--- config.mk ---
export PLATFORM = sky130hd
export DESIGN_NAME = dac_load_and_reset_control
export DESIGN_NICKNAME = d
export VERILOG_FILES = /design/src/rtl/dac_ctrl_pkg.sv /design/src/rtl/dac_load_and_reset_control.sv /design/src/rtl/pin_sync.sv
export VERILOG_INCLUDE_DIRS = /design/src /design/src/rtl
export SDC_FILE = /design/constraint.sdc
export NUM_CORES = 1
export LEC_CHECK = 0
export ABC_AREA = 1
export CAP_MARGIN = 10
export CORE_MARGIN = 3
export CORE_UTILIZATION = 55
export CTS_BUF_LIST = sky130_fd_sc_hd__clkbuf_4 sky130_fd_sc_hd__clkbuf_8
export CTS_CLUSTER_DIAMETER = 120
export DETAILED_ROUTE_END_ITERATION = 6
export DONT_BUFFER_PORTS = 1
export MAX_ROUTING_LAYER = met4
export PLACE_DENSITY = 0.68
export SLEW_MARGIN = 25
export SYNTH_ARGS = -nofsm -noshare
export SYNTH_HDL_FRONTEND = slang
export SYNTH_SLANG_ARGS = --single-unit
--- constraint.sdc ---
create_clock -name clk_i -period 1.9 [get_ports clk_i]
set_clock_uncertainty 0.15 [all_clocks]
set_input_delay 0.19 -clock clk_i [delete_from_list [all_inputs] [get_ports clk_i]]
set_output_delay 0.19 -clock clk_i [all_outputs]
set_load 0.02 [all_outputs]
--- src/rtl/dac_ctrl_defines.svh ---
// Function
// - strobe asserted after completed transfer copies input register to dac register
// - load is triggered by the strobe falling edge, not its level
// - strobe pulse during a serial access is discarded, no transfer
// - hardware reset forces the converter output to zero scale
// - hardware reset returns input, dac and control registers to defaults
// - after reset release output stays zero until a new code is programmed
// - while hardware reset is low every command is ignored
// - reset held through power-up defers reference initialisation until release
// - written data held in input register; separate dac register drives output
// - write with strobe held low updates input, dac and output together
// - software reset bit clears itself to 0 when the reset finishes
`ifndef DAC_CTRL_DEFINES_SVH
`define DAC_CTRL_DEFINES_SVH

// ----------------------------------------------------------------
// register defaults
// ----------------------------------------------------------------
`define DAC_INPUT_RST  16'h0000
`define DAC_CODE_RST   16'h0000
`define DAC_CTRL_RST   5'h00

// ----------------------------------------------------------------
// control word field positions in the data bytes
// ----------------------------------------------------------------
`define CTRL_FIELD_HI  15
`define CTRL_FIELD_LO  11

// ----------------------------------------------------------------
// timing
// ----------------------------------------------------------------
`define CLK_PERIOD_NS  25
`define HW_RST_MIN_NS  75
`define HW_RST_MIN_CYC ((`HW_RST_MIN_NS + `CLK_PERIOD_NS - 1) / `CLK_PERIOD_NS)

`endif

--- src/rtl/dac_ctrl_pkg.sv ---
package dac_ctrl_pkg;

   // ----------------------------------------------------------------
   // decoded serial commands
   // ----------------------------------------------------------------
   typedef enum logic [2:0] {
      CMD_NOP,
      CMD_WR_INPUT,
      CMD_UPDATE,
      CMD_WR_BOTH,
      CMD_WR_CTRL
   } cmd_e;

   // one command from the serial decoder, valid for one cycle
   typedef struct packed {
      logic        valid;
      cmd_e        op;
      logic [15:0] data;
   } bus_cmd_s;

   // control register, msb first as carried in the data word
   typedef struct packed {
      logic       sw_reset;
      logic [1:0] power_down;
      logic       ref_off;
      logic       gain;
   } ctrl_s;

endpackage

--- src/rtl/dac_load_and_reset_control.sv ---
`timescale 1ns/1ps
`include "dac_ctrl_defines.svh"
module dac_load_and_reset_control (
   // clock and reset
   input  wire logic                 clk_i,
   input  wire logic                 rst_i,
   // asynchronous pins
   input  wire logic                 load_strobe_n_i,
   input  wire logic                 hw_reset_n_i,
   // serial decoder, same clock
   input  wire logic                 bus_start_i,
   input  wire logic                 bus_stop_i,
   input  wire dac_ctrl_pkg::bus_cmd_s bus_cmd_i,
   // converter side
   output logic      [15:0]          dac_code_o,
   output logic      [15:0]          input_reg_o,
   output dac_ctrl_pkg::ctrl_s       ctrl_o,
   output logic                      ref_enable_o,
   // status
   output logic                      bus_access_o,
   output logic                      hw_reset_active_o
);
   import dac_ctrl_pkg::*;

   // ----------------------------------------------------------------
   // pin synchronizers
   // ----------------------------------------------------------------
   logic [1:0] pins_sync;
   logic       strobe_sync;
   logic       reset_pin_sync;

   // reset pin starts at 0 so power-up counts as "held in reset"
   pin_sync #(
      .WIDTH   (2),
      .RST_VAL (8'h02)
   ) u_pin_sync (
      .clk_i  (clk_i),
      .rst_i  (rst_i),
      .pin_i  ({load_strobe_n_i, hw_reset_n_i}),
      .sync_o (pins_sync)
   );

   assign strobe_sync    = pins_sync[1];
   assign reset_pin_sync = pins_sync[0];

   // ----------------------------------------------------------------
   // decoding helpers
   // ----------------------------------------------------------------
   function automatic logic loads_input(input cmd_e op);
      loads_input = (op == CMD_WR_INPUT) || (op == CMD_WR_BOTH);
   endfunction

   logic        strobe_prev;
   logic        strobe_fall;
   logic        hw_rst_act;
   logic        clear_all;
   logic        cmd_ok;
   logic        load_ok;
   logic        access;
   logic        ref_ready;
   logic [15:0] input_reg;
   logic [15:0] dac_code;
   ctrl_s       ctrl;

   assign hw_rst_act  = ~reset_pin_sync;
   assign strobe_fall = strobe_prev & ~strobe_sync;
   // software reset clears the registers like the pin, one cycle long, but leaves the access window open
   assign clear_all   = hw_rst_act | ctrl.sw_reset;
   assign cmd_ok      = bus_cmd_i.valid & ~hw_rst_act & ~ctrl.sw_reset;
   // a start in the same cycle already counts as an access
   assign load_ok     = strobe_fall & ~access & ~bus_start_i & ~hw_rst_act;

   // ----------------------------------------------------------------
   // edge detector on the synchronized strobe
   // ----------------------------------------------------------------
   always_ff @(posedge clk_i) begin
      if (rst_i) begin
         strobe_prev <= 1'b1;
      end else begin
         strobe_prev <= strobe_sync;
      end
   end

   // ----------------------------------------------------------------
   // serial access window, start to stop
   // ----------------------------------------------------------------
   always_ff @(posedge clk_i) begin
      if (rst_i || hw_rst_act) begin
         access <= 1'b0;
      end else if (bus_start_i) begin
         access <= 1'b1;
      end else if (bus_stop_i) begin
         access <= 1'b0;
      end
   end

   // ----------------------------------------------------------------
   // input register
   // ----------------------------------------------------------------
   always_ff @(posedge clk_i) begin
      if (rst_i || clear_all) begin
         input_reg <= `DAC_INPUT_RST;
      end else if (cmd_ok && loads_input(bus_cmd_i.op)) begin
         input_reg <= bus_cmd_i.data;
      end
   end

   // ----------------------------------------------------------------
   // dac register; drives the output and stays zero until written
   // ----------------------------------------------------------------
   always_ff @(posedge clk_i) begin
      if (rst_i || clear_all) begin
         dac_code <= `DAC_CODE_RST;
      end else if (cmd_ok && bus_cmd_i.op == CMD_WR_BOTH) begin
         dac_code <= bus_cmd_i.data;
      end else if (cmd_ok && bus_cmd_i.op == CMD_WR_INPUT && !strobe_sync) begin
         dac_code <= bus_cmd_i.data;
      end else if (cmd_ok && bus_cmd_i.op == CMD_UPDATE) begin
         dac_code <= input_reg;
      end else if (load_ok) begin
         dac_code <= input_reg;
      end
   end

   // ----------------------------------------------------------------
   // control register; the reset bit lives one cycle, then clears
   // ----------------------------------------------------------------
   always_ff @(posedge clk_i) begin
      if (rst_i || clear_all) begin
         ctrl <= `DAC_CTRL_RST;
      end else if (cmd_ok && bus_cmd_i.op == CMD_WR_CTRL) begin
         ctrl <= ctrl_s'(bus_cmd_i.data[`CTRL_FIELD_HI:`CTRL_FIELD_LO]);
      end
   end

   // ----------------------------------------------------------------
   // reference start-up waits for the reset pin to go high
   // ----------------------------------------------------------------
   always_ff @(posedge clk_i) begin
      if (rst_i) begin
         ref_ready <= 1'b0;
      end else if (!hw_rst_act) begin
         ref_ready <= 1'b1;
      end
   end

   // ----------------------------------------------------------------
   // outputs
   // ----------------------------------------------------------------
   assign dac_code_o        = dac_code;
   assign input_reg_o       = input_reg;
   assign ctrl_o            = ctrl;
   assign ref_enable_o      = ref_ready & ~ctrl.ref_off;
   assign bus_access_o      = access;
   assign hw_reset_active_o = hw_rst_act;

   // counts cycles of a held reset pin for the cover below
   logic [3:0] rst_low_cnt;
   always_ff @(posedge clk_i) begin
      if (rst_i || !hw_rst_act) begin
         rst_low_cnt <= 4'h0;
      end else if (rst_low_cnt != 4'hf) begin
         rst_low_cnt <= rst_low_cnt + 4'h1;
      end
   end
endmodule

--- src/rtl/pin_sync.sv ---
`timescale 1ns/1ps
module pin_sync #(
   parameter int         WIDTH   = 1,
   parameter logic [7:0] RST_VAL = 8'h00
) (
   // clock and reset
   input  wire logic             clk_i,
   input  wire logic             rst_i,
   // pins and synchronized levels
   input  wire logic [WIDTH-1:0] pin_i,
   output logic      [WIDTH-1:0] sync_o
);

   logic [WIDTH-1:0] stage1;

   // ----------------------------------------------------------------
   // two flops; stage1 feeds stage2 only, to contain metastability
   // ----------------------------------------------------------------
   always_ff @(posedge clk_i) begin
      if (rst_i) begin
         stage1 <= RST_VAL[WIDTH-1:0];
         sync_o <= RST_VAL[WIDTH-1:0];
      end else begin
         stage1 <= pin_i;
         sync_o <= stage1;
      end
   end

endmodule

; ---- Word-level counts from Yosys, hierarchy flattened
; Cells that the tools add are included.
[totals]
regBits = 44
output_inout_bits = 40
wordCells = 47
[classes]
eq_ne = 4
mux = 6
n_bitwise = 14
reduce_logical = 12
[op_table]
columns = op, count
row1 = 16-bit two-way mux, 4
row2 = 1-bit bitwise AND, 7
row3 = "3-bit by 2-bit == test with 1-bit output, second input constant", 2
row4 = 1-bit logical AND, 6
row5 = 1-bit inverter, 6
row6 = 4-bit nonzero test, 1
row7 = "3-bit by 1-bit == test with 1-bit output, second input constant", 1
row8 = "3-bit == test, second input constant", 1
row9 = 1-bit logical OR, 3
row10 = 1-bit two-way mux, 2
row11 = 2-bit nonzero test, 1
row12 = 1-bit logical NOT, 1
row13 = 1-bit bitwise OR, 1

; ---- Depth between registers and ports, before layout
; Gate-level depths: netlist of run 1.
[depth]
word_depth = 9
mapped_depth = 9

; ---- Modules after synthesis
; From an unflattened synthesis of run 1, not the netlist that was laid out.
[unflattened]
cells_unflattened = 278
hier_area_um2 = 1970.6
[by_module_without_submodules]
columns = module, n_inst, cells_per_inst, area_each_um2
row1 = dac_load_and_reset_control, 1, 265, 1856.8
row2 = pin_sync, 1, 13, 113.9

; ---- Worst setup path after synthesis of run 1
; Ideal clock, no wire load.
[synth_timing]
path_type = flip-flop to flip-flop
start = reg ctrl (netlist bit ctrl_o[4])
end = reg dac_code[10], in the netlist dac_code_o[10]
arrival_time_ps = 1299
slack_ps = 387
path_stages_with_launch = 10
n_path_buf = 1
cell_sequence = dfxtp_1 inv_1 nand3_1 nor2_1 nor2_4 nand2_2 buf_2 nand2_1 nor2_1 nor2_1
[synth_via]
elab_chain_cells = 6
[synth_lines]
columns = item, line_no
row1 = start: declaration, dac_load_and_reset_control.sv:63  ; ctrl_s ctrl;
row2 = start signal: assignment, dac_load_and_reset_control.sv:130  ; ctrl <= `DAC_CTRL_RST;
row3 = start signal: assignment, dac_load_and_reset_control.sv:132  ; ctrl <= ctrl_s'(bus_cmd_i.data[`CTRL_FIELD_HI:`CTRL_FIELD_LO]);
row4 = 1-bit inverter, dac_load_and_reset_control.sv:69  ; assign cmd_ok = bus_cmd_i.valid & ~hw_rst_act & ~ctrl.sw_reset;
row5 = 1-bit bitwise AND, dac_load_and_reset_control.sv:69
row6 = "1-bit logical AND, on equally long branches", "dac_load_and_reset_control.sv:118, dac_load_and_reset_control.sv:116"
row7 = 16-bit two-way mux or 1-bit logical AND (tied branches), "dac_load_and_reset_control.sv:118, dac_load_and_reset_control.sv:116"
row8 = 16-bit two-way mux, dac_load_and_reset_control.sv:116  ; end else if (cmd_ok && bus_cmd_i.op == CMD_WR_INPUT && !strobe_sync) begin
row9 = 16-bit two-way mux, dac_load_and_reset_control.sv:114  ; end else if (cmd_ok && bus_cmd_i.op == CMD_WR_BOTH) begin
row10 = end signal: assignment, dac_load_and_reset_control.sv:115  ; dac_code <= bus_cmd_i.data;
row11 = end signal: assignment, dac_load_and_reset_control.sv:117  ; dac_code <= bus_cmd_i.data;
row12 = end signal: assignment, dac_load_and_reset_control.sv:119  ; dac_code <= input_reg;
row13 = end: declaration, dac_load_and_reset_control.sv:62  ; logic [15:0] dac_code;
; Parallel ways exist; a longest one is shown, timed or not.
; A chain may end at the register's enable or synchronous reset.

; ---- Worst setup path after layout of run 1
[layout_timing]
start = in rst_i
end = reg input_reg[11], in the netlist input_reg_o[11]
[layout_via]
elab_chain_cells = 1
[layout_lines]
columns = item, line_no
row1 = start: declaration, dac_load_and_reset_control.sv:6  ; input wire logic rst_i,
row2 = 1-bit logical OR, dac_load_and_reset_control.sv:101  ; if (rst_i || clear_all) begin
row3 = end signal: assignment, dac_load_and_reset_control.sv:102  ; input_reg <= `DAC_INPUT_RST;
row4 = end signal: assignment, dac_load_and_reset_control.sv:104  ; input_reg <= bus_cmd_i.data;
row5 = end: declaration, dac_load_and_reset_control.sv:61  ; logic [15:0] input_reg;
; No other way between the ends.

==> metrics list, run 1 <==
* Design Area, Final: roughly 2300 um2
* Ratio of routed vias to standard cells: 5.20
- In the final layout, the multi-input gates occupy 912 um2.
- Die height: 66.0 um
- Counting both buffers and inverters, the worst setup path holds a total of 4.
* Clock insertion delay at the later pin of the skew report: 0.35 ns
* Timing-limited maximum frequency: 613 MHz
* Number of cells on the worst reg-to-reg path: 7
- Counting the buffers created by CTS gives 5.
* Combinational power share: 0.065
- Hold Slack: 0.0804 ns
- Layout filler cell count: 309
- In the final layout, the share of cells above drive strength 1 is 0.0973.
- Main area contributors after synthesis: sky130_fd_sc_hd__dfxtp_1 44%, sky130_fd_sc_hd__nor2_1 9.5%, sky130_fd_sc_hd__a21oi_1 8.3%
* End of the worst register-to-register path: dac_code_o[2]
- The congestion estimate from routability-driven global placement came to slightly above 0.8.
- The slowest stage of the critical path belongs to the cell sky130_fd_sc_hd__dlygate4sd3_1.
- Via count of the first global-routing pass: 1,575
- The hold violation count in the final report is 0.
- Netlist area before placement: 1980 um2
* Post-CTS setup buffers: 0
- The area growth from synthesis to layout is 17.1%.
- Register area: 881 um2
- Summed over all nets, the switching power comes to 340 uW.
- Dividing total power by cell area gives a power density of 659 nW/um2.
* Placed Instance Area: 2040 um2
* Critical path's top delay family: buffers and inverters
* Commonest cells after routing, fill and taps aside: 50 x sky130_fd_sc_hd__nor2_1, 44 x sky130_fd_sc_hd__dfxtp_1, 40 x sky130_fd_sc_hd__nand2_1
- For this design the static power due to leakage is 0.00104 uW.
* Sequential cell fraction of total power: 0.611
- Critical register-to-register path startpoint: u_pin_sync.sync_o[0]
- By startpoint and endpoint, the worst setup path is classified as input pin to flip-flop.
- Die outline area: 4360 um2
- Largest fanout of any net on the critical path: 20
- Clock network power share: 0.324
- Number of vias after detailed routing: 1,789
- A synthesized cell averages 7.20 um2.
- Of the total power, the share spent switching nets is 0.223.
- Die W: 66.0 um
- The pre-antenna-repair detailed-routing pass consisted of 4 iterations.
* CP endpoint: input_reg_o[11]
- After detailed routing, the total wire length is 4560 um.
* Clock tree buffer depth: 2
- For the final routed database, the setup TNS stands at 0 ns.
- The first global-routing pass estimated 7570 um of wire.
* Sequential fraction of the synthesis area: 0.445
- The library cell used most frequently in the layout, excluding fill and tap cells, is sky130_fd_sc_hd__nor2_1.
* Count of maximum capacitance violations: 0
- The share of synthesized area in the top cell type comes to 0.445.
- The run finished with clean final reports.
- Counting distinct cell types in the post-synthesis netlist gives 18.
* Design internal power: 1190 uW
- Setup violations remaining at the end of the flow were counted as 0.
* Total overflow reported by the global router: 0
* Levels on crit path: 7
* VDD IR-drop max: 0.509 mV
- Counting every net in the synthesized netlist gives 301.
- The detailed router finished its first iteration with 86 violations.
* Hold crit path type: input pin to flip-flop
- CP peak stage delay: between 0.6 and 0.7 ns
- Net count of the finished layout: 323
* Count of buffers inserted at the top-level ports: 0
- Arrival time worst endpoint: 1.77 ns
* Placed insts: 315
- In this run the clock root is driven by a sky130_fd_sc_hd__clkbuf_4.
* Clock transition at the registers of the reported paths: about 0.12 ns
* Avg WL per Cell: 13.3 um
- Initial standard-cell utilization of the core: 0.584
* Reg-to-reg setup timing slack: 0.28 ns
- During synthesis, Yosys emitted a total of 0 warnings.
- Dividing the final minimum period by the clock period gives 0.858.
* CP cell instances: dlygate4sd3_1 -> inv_1 -> nand3_1 -> inv_1 -> buf_4 -> o21ai_0 -> a21oi_1
* Setup repair after global routing missed its margin: false
- The count of pins over their slew limit came to 0.
* Number of placement rows: 21
* Post-route core utilization: 0.684
- In this run the count of I/O pins placed on the die edge is 66.
- At the pin with the least slew margin, the transition time is about 0.37 ns.
* Overall fraction of global-route tracks in use: 0.229
* Antenna diode instance count: 0
* Initial antenna violation count: 0
* Cells after synthesis: 275
- TritonCTS built the clock tree.
- Timing startpoint of the critical path: rst_i
- Of all cell types, the one taking the most synthesized area is sky130_fd_sc_hd__dfxtp_1.
- Number of design rule violations left after detail routing: 0
- STA classifies the critical path endpoint as a flip-flop.
* Final critical-path required period: 1.63 ns
- Number of register bits inferred by synthesis: 44
* Headroom to the max-slew limit: 0.752
- The region available for standard cell placement spans between 3000 and 4000 um2.
* Critical path required time: just over 2 ns
- STA classifies the critical path startpoint as an input pin.
* Crit-path most repeated cell: sky130_fd_sc_hd__inv_1
* Number of standard cells in the layout, taps in and fillers out: 344
* Antenna Violating Nets Remaining: 0
- CTS built an H-tree with a depth of 2.
- For this design, the sink count on the clock tree is 44.
- Entering global routing, the biggest net connects 33 pins.
- The HPWL after detailed placement is 3000 um.
## registers in the layout, indices dropped and copies added, names as in the netlist
signal	cells
bus_access_o	1
ctrl_o	5
dac_code_o	16
input_reg_o	16
ref_ready	1
strobe_prev	1
u_pin_sync.stage1	2
u_pin_sync.sync_o	2
## timing repair
action,4_1_cts,5_1_grt
endpoints found under the hold margin,43,0
endpoints found under the setup margin,0,2
hold buffers,21,0
gates resized for setup,0,1
## metal layers
metal / routed length (um) / GRT usage / vias up
met1: 2070 / 0.302 / 797
met5: 0 / - / -
met3: 397 / 0.0680 / 5
met4: 36 / 0.0609 / 0
li1: - / - / 928
met2: 2060 / 0.344 / 59
## final cells by class
type / count / share of cell area
inverters: 28 / 0.0453
flip-flops and latches: 44 / 0.380
clock buffers: 8 / 0.0286
repair buffers: 31 / 0.128
well taps: 46 / 0.0248
multi-input cells: 187 / 0.393
## through the flow
step / total power (uW) / setup WS, ns
floorplan: 1000 / 0.387
global placement: 1020 / 0.284
detailed placement: 1020 / 0.226
CTS: 1540 / 0.181
global route: 1600 / 0.107
finish: 1530 / 0.270
## cell usage after synthesis
| cell type | n |
|---|---|
| sky130_fd_sc_hd__buf_2 | 6 |
| sky130_fd_sc_hd__o21ai_0 | 15 |
| sky130_fd_sc_hd__o21ai_1 | 1 |
| sky130_fd_sc_hd__nand3_1 | 19 |
| sky130_fd_sc_hd__a21oi_1 | 33 |
| sky130_fd_sc_hd__or2_2 | 2 |
| sky130_fd_sc_hd__nand3b_1 | 16 |
| sky130_fd_sc_hd__nand2_1 | 40 |
| sky130_fd_sc_hd__buf_6 | 3 |
| sky130_fd_sc_hd__nand2_2 | 1 |
| sky130_fd_sc_hd__inv_1 | 28 |
| sky130_fd_sc_hd__nor2_1 | 50 |
| sky130_fd_sc_hd__nor3_1 | 2 |
| sky130_fd_sc_hd__nand3_2 | 2 |
| sky130_fd_sc_hd__a21oi_2 | 4 |
| sky130_fd_sc_hd__nor2_4 | 2 |
| sky130_fd_sc_hd__dfxtp_1 | 44 |
| sky130_fd_sc_hd__clkbuf_1 | 7 |
## how the worst min path moves through the flow
| stage | startpoint | to | slack (ns) | cells past startpoint |
|---|---|---|---|---|
| after floorplan | rst_i | ref_ready | 0.11 | 1 |
| after CTS | bus_cmd_i[18] | ctrl_o[4] | 0.05 | 2 |
| after global placement | rst_i | ref_ready | 0.11 | 1 |
| after detailed placement | rst_i | ref_ready | 0.11 | 1 |
| after global routing | bus_cmd_i[18] | ctrl_o[4] | 0.08 | 2 |
| final | bus_cmd_i[18] | ctrl_o[4] | 0.08 | 2 |
## power by group through the flow
| stage | Combinational, uW | Clock [uW] | Sequential [uW] |
|---|---|---|---|
| after floorplan | 49.2 | 0 | 954 |
| after global placement | 63.3 | 0 | 954 |
| after detailed placement | 63.2 | 0 | 954 |
| after CTS | 98.6 | 510 | 934 |
| after global routing | 111 | 550 | 935 |
| final | 99.9 | 496 | 934 |
## logic make-up (layout without fill, tap and decap cells)
| family | Yosys count | count (layout) | synth area share |
|---|---|---|---|
| DFF | 44 | 44 | 0.445 |
| AOI/OAI and AO/OA | 53 | 53 | 0.141 |
| and+or+nand+nor | 134 | 134 | 0.315 |
| buffers and inverters | 44 | 67 | 0.0985 |
(Power assumes the default switching activity.)
==> run 2, diff against run 1 <==
CORE_UTILIZATION = 54   (was 55)
PLACE_DENSITY = 0.67   (was 0.68)
==> run 2 against run 1 <==
  * Die area increased by 1.7%
  * Final area grew 1.1%
  * Cell count stayed put
  * Setup slack worse by 0.044 ns
  * Maximum frequency is 2.6% lower
  * Power up 15%
  * Non-clock buffer count stayed put
  * Sequential share of layout area fell by 0.41 points
  * Critical path type unchanged
==> metrics list, run 2 (synthesized netlist as in run 1, its figures left out) <==
- Initial antenna violation count: 0 (unchanged)
- Tracing the worst setup path back leads to its startpoint at rst_i.
- Area of the core: 3440 um2 (+1.6%)
- Half-perimeter wire length after detailed placement: 3020 um (+0.46%)
- The antenna violation net count after detailed routing is 0 (unchanged).
- Clock network power share: 0.411 (+0.087)
* Headroom to the max-slew limit: 0.753 (+0.000865)
- In the layout the commonest cells are 50 x sky130_fd_sc_hd__nor2_1, 44 x sky130_fd_sc_hd__dfxtp_1, 40 x sky130_fd_sc_hd__nand2_1.
- The fraction of the cycle the final worst path needs is 0.881 (+0.0233).
* Setup repair after global routing missed its margin: false
- TritonCTS Buffers: 5 (unchanged)
- Number of standard cells in the layout, taps in and fillers out: 344 (unchanged)
- Count of buffers inserted at the top-level ports: 0 (unchanged)
* VDD IR-drop max: 0.440 mV (-14%)
- Die outline area: 4430 um2 (+1.7%)
* Avg WL per Cell: 13.4 um (+0.85%)
- Setup violators final: 0 (unchanged)
- Final Hold Vio Count: 0 (unchanged)
- The cell depth of the worst flop-to-flop path is 7 (unchanged).
* Timing-limited maximum frequency: 597 MHz (-2.6%)
* Resized Gates After CTS: 0 (unchanged)
* Sink Count: 44 (unchanged)
- The number of placed instances, taps included was 315 (unchanged).
- Post-CTS setup buffers: 0 (unchanged)
- The starting utilization of the core area was 0.575 (-0.00892).
* Placed Instance Area: 2020 um2 (-0.61%)
* Number of placement rows: 21 (unchanged)
- Design Area, Final: 2340 um2 (+1.1%)
- The minimum clock period after layout came to 1.67 ns (+0.0442 ns).
* Via count of the first global-routing pass: 1,736 (+10%)
- STA classifies the critical path endpoint as a flip-flop.
- The flow ran to the end, and the final reports show no timing, DRC or antenna violations.
* Ratio of routed vias to standard cells: 5.19 (-0.22%)
- The residual DRC count was 0 (unchanged).
* Antenna diode instance count: 0 (unchanged)
* Net count of the finished layout: 323 (unchanged)
- The chip height was 66.6 um (+0.83%).
* Area growth syn-to-layout: 18.4%
* Placer's final routability congestion estimate: 0.763 (-5.5%)
- The register clock-pin slew on the reported worst setup and hold paths was 0.08 ns (-0.04 ns).
- The global-route usage over all layers was 0.242 (+0.0126).
- The buffer levels on the longest clock path came to 2 (unchanged).
- CTS Root Buffer Type: sky130_fd_sc_hd__clkbuf_8
* Violation count after the first detailed-routing iteration: 115 (+34%)
- The tightest min-delay check is of the input pin to flip-flop type.
* Total overflow reported by the global router: 0 (unchanged)
- The share of post-route cells with drive strength above 1 is 0.0973 (unchanged).
- Clock insertion delay at the later pin of the skew report: 0.30 ns (-0.05 ns)
- Largest fanout of any net on the critical path: 20 (unchanged)
- Max H-tree Level: 2 (unchanged)
* Switching share of power: 0.212 (-0.0104)
- The aggregate routed wire length was 4600 um (+0.85%).
- Critical register-to-register path startpoint: u_pin_sync.sync_o[0]
* CP endpoint: input_reg_o[11]
- Final sum of negative setup slack: 0 ns (unchanged)
* Sequential cell fraction of total power: 0.533 (-0.078)
- Most common cell after layout, fill and taps aside: sky130_fd_sc_hd__nor2_1
- The internal power component was 1380 uW (+16%).
* Sw power: 372 uW (+9.2%)
- The wire length of the first global-routing pass is 8080 um (+6.7%).
- The vias after detailed routing is 1,785 (-0.22%).
* Arrival time worst endpoint: 1.75 ns (-0.02 ns)
- Count of maximum capacitance violations: 0 (unchanged)
- Combinational power share: 0.056 (-0.009)
- The maximum number of pins on one net before global-route repair is 33 (unchanged).
* Kind of launch point of the worst setup path: input pin
- Layout filler cell count: 291 (-5.8%)
- Leak Pwr: 0.00105 uW (+1.1%)
* Min-Delay Startpoint: bus_cmd_i[18]
- Reg-to-reg setup timing slack: 0.30 ns (+0.02 ns)
- TritonCTS clock tree: built
- Number of ports placed on the die boundary: 66 (unchanged)
- End of the worst register-to-register path: input_reg_o[5]
* Max-slew violation total from the final report: 0 (unchanged)
* Hold Slack: 0.115 ns (+0.0347 ns)
- The areal power density over the cells is 747 nW/um2 (+13%).
- Transition at the pin with the smallest max-transition slack: 0.370 ns (-0.00129 ns)
- The critical path required time came to 1.98 ns (-0.06 ns).
- Number of optimization iterations in the first detailed-route pass: 5 (+1)
- The chip width is 66.6 um (+0.83%).
* Sum of internal, switching and leakage power: 1750 uW (+15%)
- Type of the worst setup path: input pin to flip-flop
## run 2: area by class of cell
cell class,instances,area [um2],share of cell area
flip-flops and latches,44,881,0.376
repair buffers,31,285,0.122
well taps,46,57.6,0.0245
clock inverters,2,35.0,0.0149
clock buffers,6,76.3,0.0326
multi-input cells,187,905,0.386
inverters,28,105,0.0448
## run 2: metal layers
metal  part of all wire  routed length, um  global-route usage  up-vias
li1                   -                  -                   -      923
met1               0.43               1970               0.283      788
met2               0.49               2280               0.406       70
met3              0.070                322              0.0523        4
met4             0.0072                 33              0.0914        0
met5                  0                  0                   -        -
## run 2: worst min path at each step
| stage | to | slack [ns] | depth (start not counted) |
|---|---|---|---|
| after CTS | ctrl_o[4] | 0.11 | 2 |
| after global routing | ctrl_o[4] | 0.16 | 2 |
| after detailed placement | ref_ready | 0.11 | 1 |
| after floorplan | ref_ready | 0.11 | 1 |
| final | ctrl_o[4] | 0.12 | 2 |
| after global placement | ref_ready | 0.11 | 1 |
## run 2: through the flow
step / setup slack [ns] / util
finish: 0.226 / 0.681
global route: 0.0349 / 0.681
CTS: 0.241 / 0.681
detailed placement: 0.326 / 0.588
global placement: 0.399 / 0.588
floorplan: 0.387 / -
## run 2: power by group through the flow
stage,sequential [uW],clock [uW],combinational [uW]
2_1_floorplan,954,0,49.2
3_3_place_gp,954,0,62.3
3_5_place_dp,955,0,62.6
4_1_cts,933,733,98.0
5_1_grt,934,775,112
6_report,933,720,98.9
## run 2: worst max-delay path, cell delays in order
cell	delay (ns)
sky130_fd_sc_hd__dlygate4sd3_1	0.63
sky130_fd_sc_hd__inv_1	0.10
sky130_fd_sc_hd__nand3_1	0.20
sky130_fd_sc_hd__inv_1	0.14
sky130_fd_sc_hd__buf_4	0.24
sky130_fd_sc_hd__o21ai_0	0.11
sky130_fd_sc_hd__a21oi_1	0.13
## run 2: repair_timing
action / 4_1_cts / 5_1_grt
setup endpoints to repair: 0 / 0
endpoints found under the hold margin: 27 / 0
hold buffers: 21 / 0
==> run 3, diff against run 2 <==
REMOVE_ABC_BUFFERS = 1   (was unset)
SETUP_SLACK_MARGIN = 0.02   (was unset)
clock period = 1.8 ns   (was 1.9 ns; I/O delays follow)
==> run 3 against run 2 <==
  * Register-to-register slack got worse by 0.05 ns
  * Clock power fell by 18%
  * Count of clock-buffer cells in the layout did not move
  * Sequential cell count did not move
  * Final area fell by 0.91%
  * Global-route usage fell by 2.7 points
  * Cell count fell by 0.58%
  * Via count fell by 0.28%
  * Setup slack got worse by 0.032 ns
  * Non-clock buffer count fell by 1
  * Critical endpoint is now input_reg_o[12]
==> metrics list, run 3 (synthesized netlist as in run 1, its figures left out) <==
- The relative contribution of sequential cells to total power came to 0.585 (+0.052).
* Hold crit path type: input pin to flip-flop
* Ratio of routed vias to standard cells: 5.20 (+0.30%)
- Register area: 881 um2 (unchanged)
* Violation count after the first detailed-routing iteration: 141 (+23%)
* Sw power: 374 uW (+0.55%)
- STA classifies the critical path endpoint as a flip-flop.
- The number of top-level pins was 66 (unchanged).
- The number of iterations in the first detailed-routing pass is 4 (-1).
- Max H-tree Level: 2 (unchanged)
- Number of vias after detailed routing: 1,780 (-0.28%)
- Setup repair after global routing left no endpoint under its margin.
- Compared with the post-synthesis result, the final layout area differs by 17.3%.
* Max-slew violation total from the final report: 0 (unchanged)
* Layout filler cell count: 309 (+6.2%)
* Post-CTS setup buffers: 0 (unchanged)
- TritonCTS built the clock tree.
* Half-perimeter wire length after detailed placement: 2900 um (-4.0%)
- The routability congestion estimate from global placement came to 0.842 (+10%).
* Area of the core: 3440 um2 (unchanged)
- Count of maximum capacitance violations: 0 (unchanged)
- The source-to-sink clock delay at the later pin of the worst-skew pair was 0.29 ns (about the same).
- Avg WL per Cell: 13.2 um (-1.1%)
* Clock network power share: 0.352 (-0.059)
- The number of setup violations in the final report was 0 (unchanged).
* Design internal power: 1310 uW (-5.1%)
- The run finished with clean final reports.
* Power density over the cells: 724 nW/um2 (-3.0%)
- Net count of the finished layout: 322 (-0.31%)
- The total power consumption of the routed design came to 1680 uW (-3.9%).
* Antenna Violating Nets Remaining: 0 (unchanged)
- Leak Pwr: 0.00104 uW (-1.0%)
- The chip height is 66.6 um (unchanged).
- Dividing the final minimum period by the clock period gives 0.893.
- The total grt overflow came to 0 (unchanged).
- Routed signal wires occupy layers up through met4.
- The number of buffers inserted during clock tree synthesis is 5 (unchanged).
* Type of the worst setup path: input pin to flip-flop
- The residual DRC count was 0 (unchanged).
- The routed design could run at a clock period as short as 1.61 ns.
* DRT met1 WL: 2130 um (+8.0%)
* Critical path required time: 1.87 ns (-0.11 ns)
- The post-layout worst setup margin was 0.193 ns (-0.0323 ns).
- The number of input and output port buffers inserted was 0 (unchanged).
* Antenna diode instance count: 0 (unchanged)
- Global-route wire length before repair: 7190 um (-11%)
* Largest fanout of any net on the critical path: 32 (+60%)
- STA classifies the critical path startpoint as an input pin.
* Arrival time worst endpoint: 1.68 ns (-0.07 ns)
- Initial antenna violation count: 0 (unchanged)
* VDD IR-drop max: 0.549 mV (+25%)
- Number of placement rows: 21 (unchanged)
- Placement-stage worst setup slack: 0.236 ns (-0.0896 ns)
- Die W: 66.6 um (unchanged)
* Clock tree buffer depth: 2 (unchanged)
- Headroom to the max-slew limit: 0.741 (-0.0112)
- The actual slew at the worst max-slew pin was 0.386 ns (+0.0167 ns).
- Sink Count: 44 (unchanged)
- Leaving out fill and tap cells, the most frequent cell in the layout is sky130_fd_sc_hd__nor2_1.
* Timing-limited maximum frequency: 622 MHz
- The area after detailed placement was 2030 um2 (+0.25%).
- Share of cells above drive strength 1: 0.0912 (-0.00610)
* Initial standard-cell utilization of the core: 0.575 (unchanged)
- Design Area, Final: 2320 um2 (-0.91%)
- The area of the die is 4430 um2 (unchanged).
- Detailed-route wire length: 4530 um (-1.7%)
- The power share of the combinational group is 0.063 (+0.007).
* Overall fraction of global-route tracks in use: 0.215 (-0.0268)
- The tree is rooted in a sky130_fd_sc_hd__clkbuf_8.
- Via count of the first global-routing pass: 1,569 (-9.6%)
- The number of placed instances, taps included is 314 (-0.32%).
- Multi-input gate area: 905 um2 (unchanged)
- The register clock-pin slew on the reported worst setup and hold paths is 0.08 ns (about the same).
- Commonest cells after routing, fill and taps aside: 50 x sky130_fd_sc_hd__nor2_1, 44 x sky130_fd_sc_hd__dfxtp_1, 40 x sky130_fd_sc_hd__nand2_1
* Switching share of power: 0.222 (+0.00989)
- Maximum number of pins on one net before global-route repair: 33 (unchanged)
- Final Hold Vio Count: 0 (unchanged)
- Met2 layer wire length in the routed design: 2040 um (-10%)
- Met3 WL: 304 um (-5.6%)
* Number of standard cells in the layout, taps in and fillers out: 342 (-0.58%)
- The post-layout utilization of the core came to 0.675 (-0.00618).
==> run 3: cell count changes in the layout (fill, tap and decap cells not counted), sizes merged <==
cell / change
buf: -1
bufinv: -1
==> run 3: critical path, cell delays in order <==
cell and delay [ns]:
sky130_fd_sc_hd__dlygate4sd3_1 0.63, sky130_fd_sc_hd__inv_1 0.12, sky130_fd_sc_hd__nand3_1 0.10, sky130_fd_sc_hd__inv_1 0.07, sky130_fd_sc_hd__buf_4 0.30, sky130_fd_sc_hd__o21ai_0 0.14
sky130_fd_sc_hd__a21oi_1 0.14
==> run 3: layout make-up <==
cell class                      count  area share
Clock buffer                        6      0.0328
Clock inverter                      1     0.00215
Inverter                           28      0.0452
Tap cell                           46      0.0248
Timing Repair Buffer               30       0.127
Multi-Input combinational cell    187       0.389
Sequential cell                    44       0.379
==> run 3: repair_timing <==
item	4_1_cts	5_1_grt
endpoints found under the setup margin	0	1
endpoints found under the hold margin	26	0
gates resized for setup	0	1
hold buffers	21	0
==> run 3: power groups by stage <==
stage | Clock (uW) | Sequential, uW | Combinational, uW
CTS | 606 | 984 | 104
detailed placement | 0 | 1010 | 66.5
global route | 640 | 985 | 117
finish | 593 | 985 | 105
floorplan | 0 | 1010 | 49.3
global placement | 0 | 1010 | 66.0
==> run 3: metrics by stage <==
| stage | hold slack (ns) | setup TNS [ns] |
|---|---|---|
| after global placement | 0.104 | 0 |
| after floorplan | 0.0991 | -8.91 |
| after global routing | 0.158 | 0 |
| after detailed placement | 0.104 | 0 |
| final | 0.138 | 0 |
| after CTS | 0.121 | 0 |
==> run 3: per-layer routing <==
metal / vias up / track usage
li1: 923 / -
met1: 804 / 0.285
met2: 48 / 0.322
met3: 5 / 0.0540
met4: 0 / 0.0685
met5: - / -
==> run 3: worst paths after layout <==
| kind | cells after the start | endpoint | slack (ns) | start |
|---|---|---|---|---|
| setup / recovery | 7 | input_reg_o[12] | 0.19 | rst_i |
| hold / removal | 2 | ctrl_o[4] | 0.14 | bus_cmd_i[18] |
| setup reg to reg | 8 | dac_code_o[7] | 0.25 | u_pin_sync.sync_o[0] |
| hold reg to reg | 2 | u_pin_sync.sync_o[0] | 0.27 | u_pin_sync.stage1[0] |
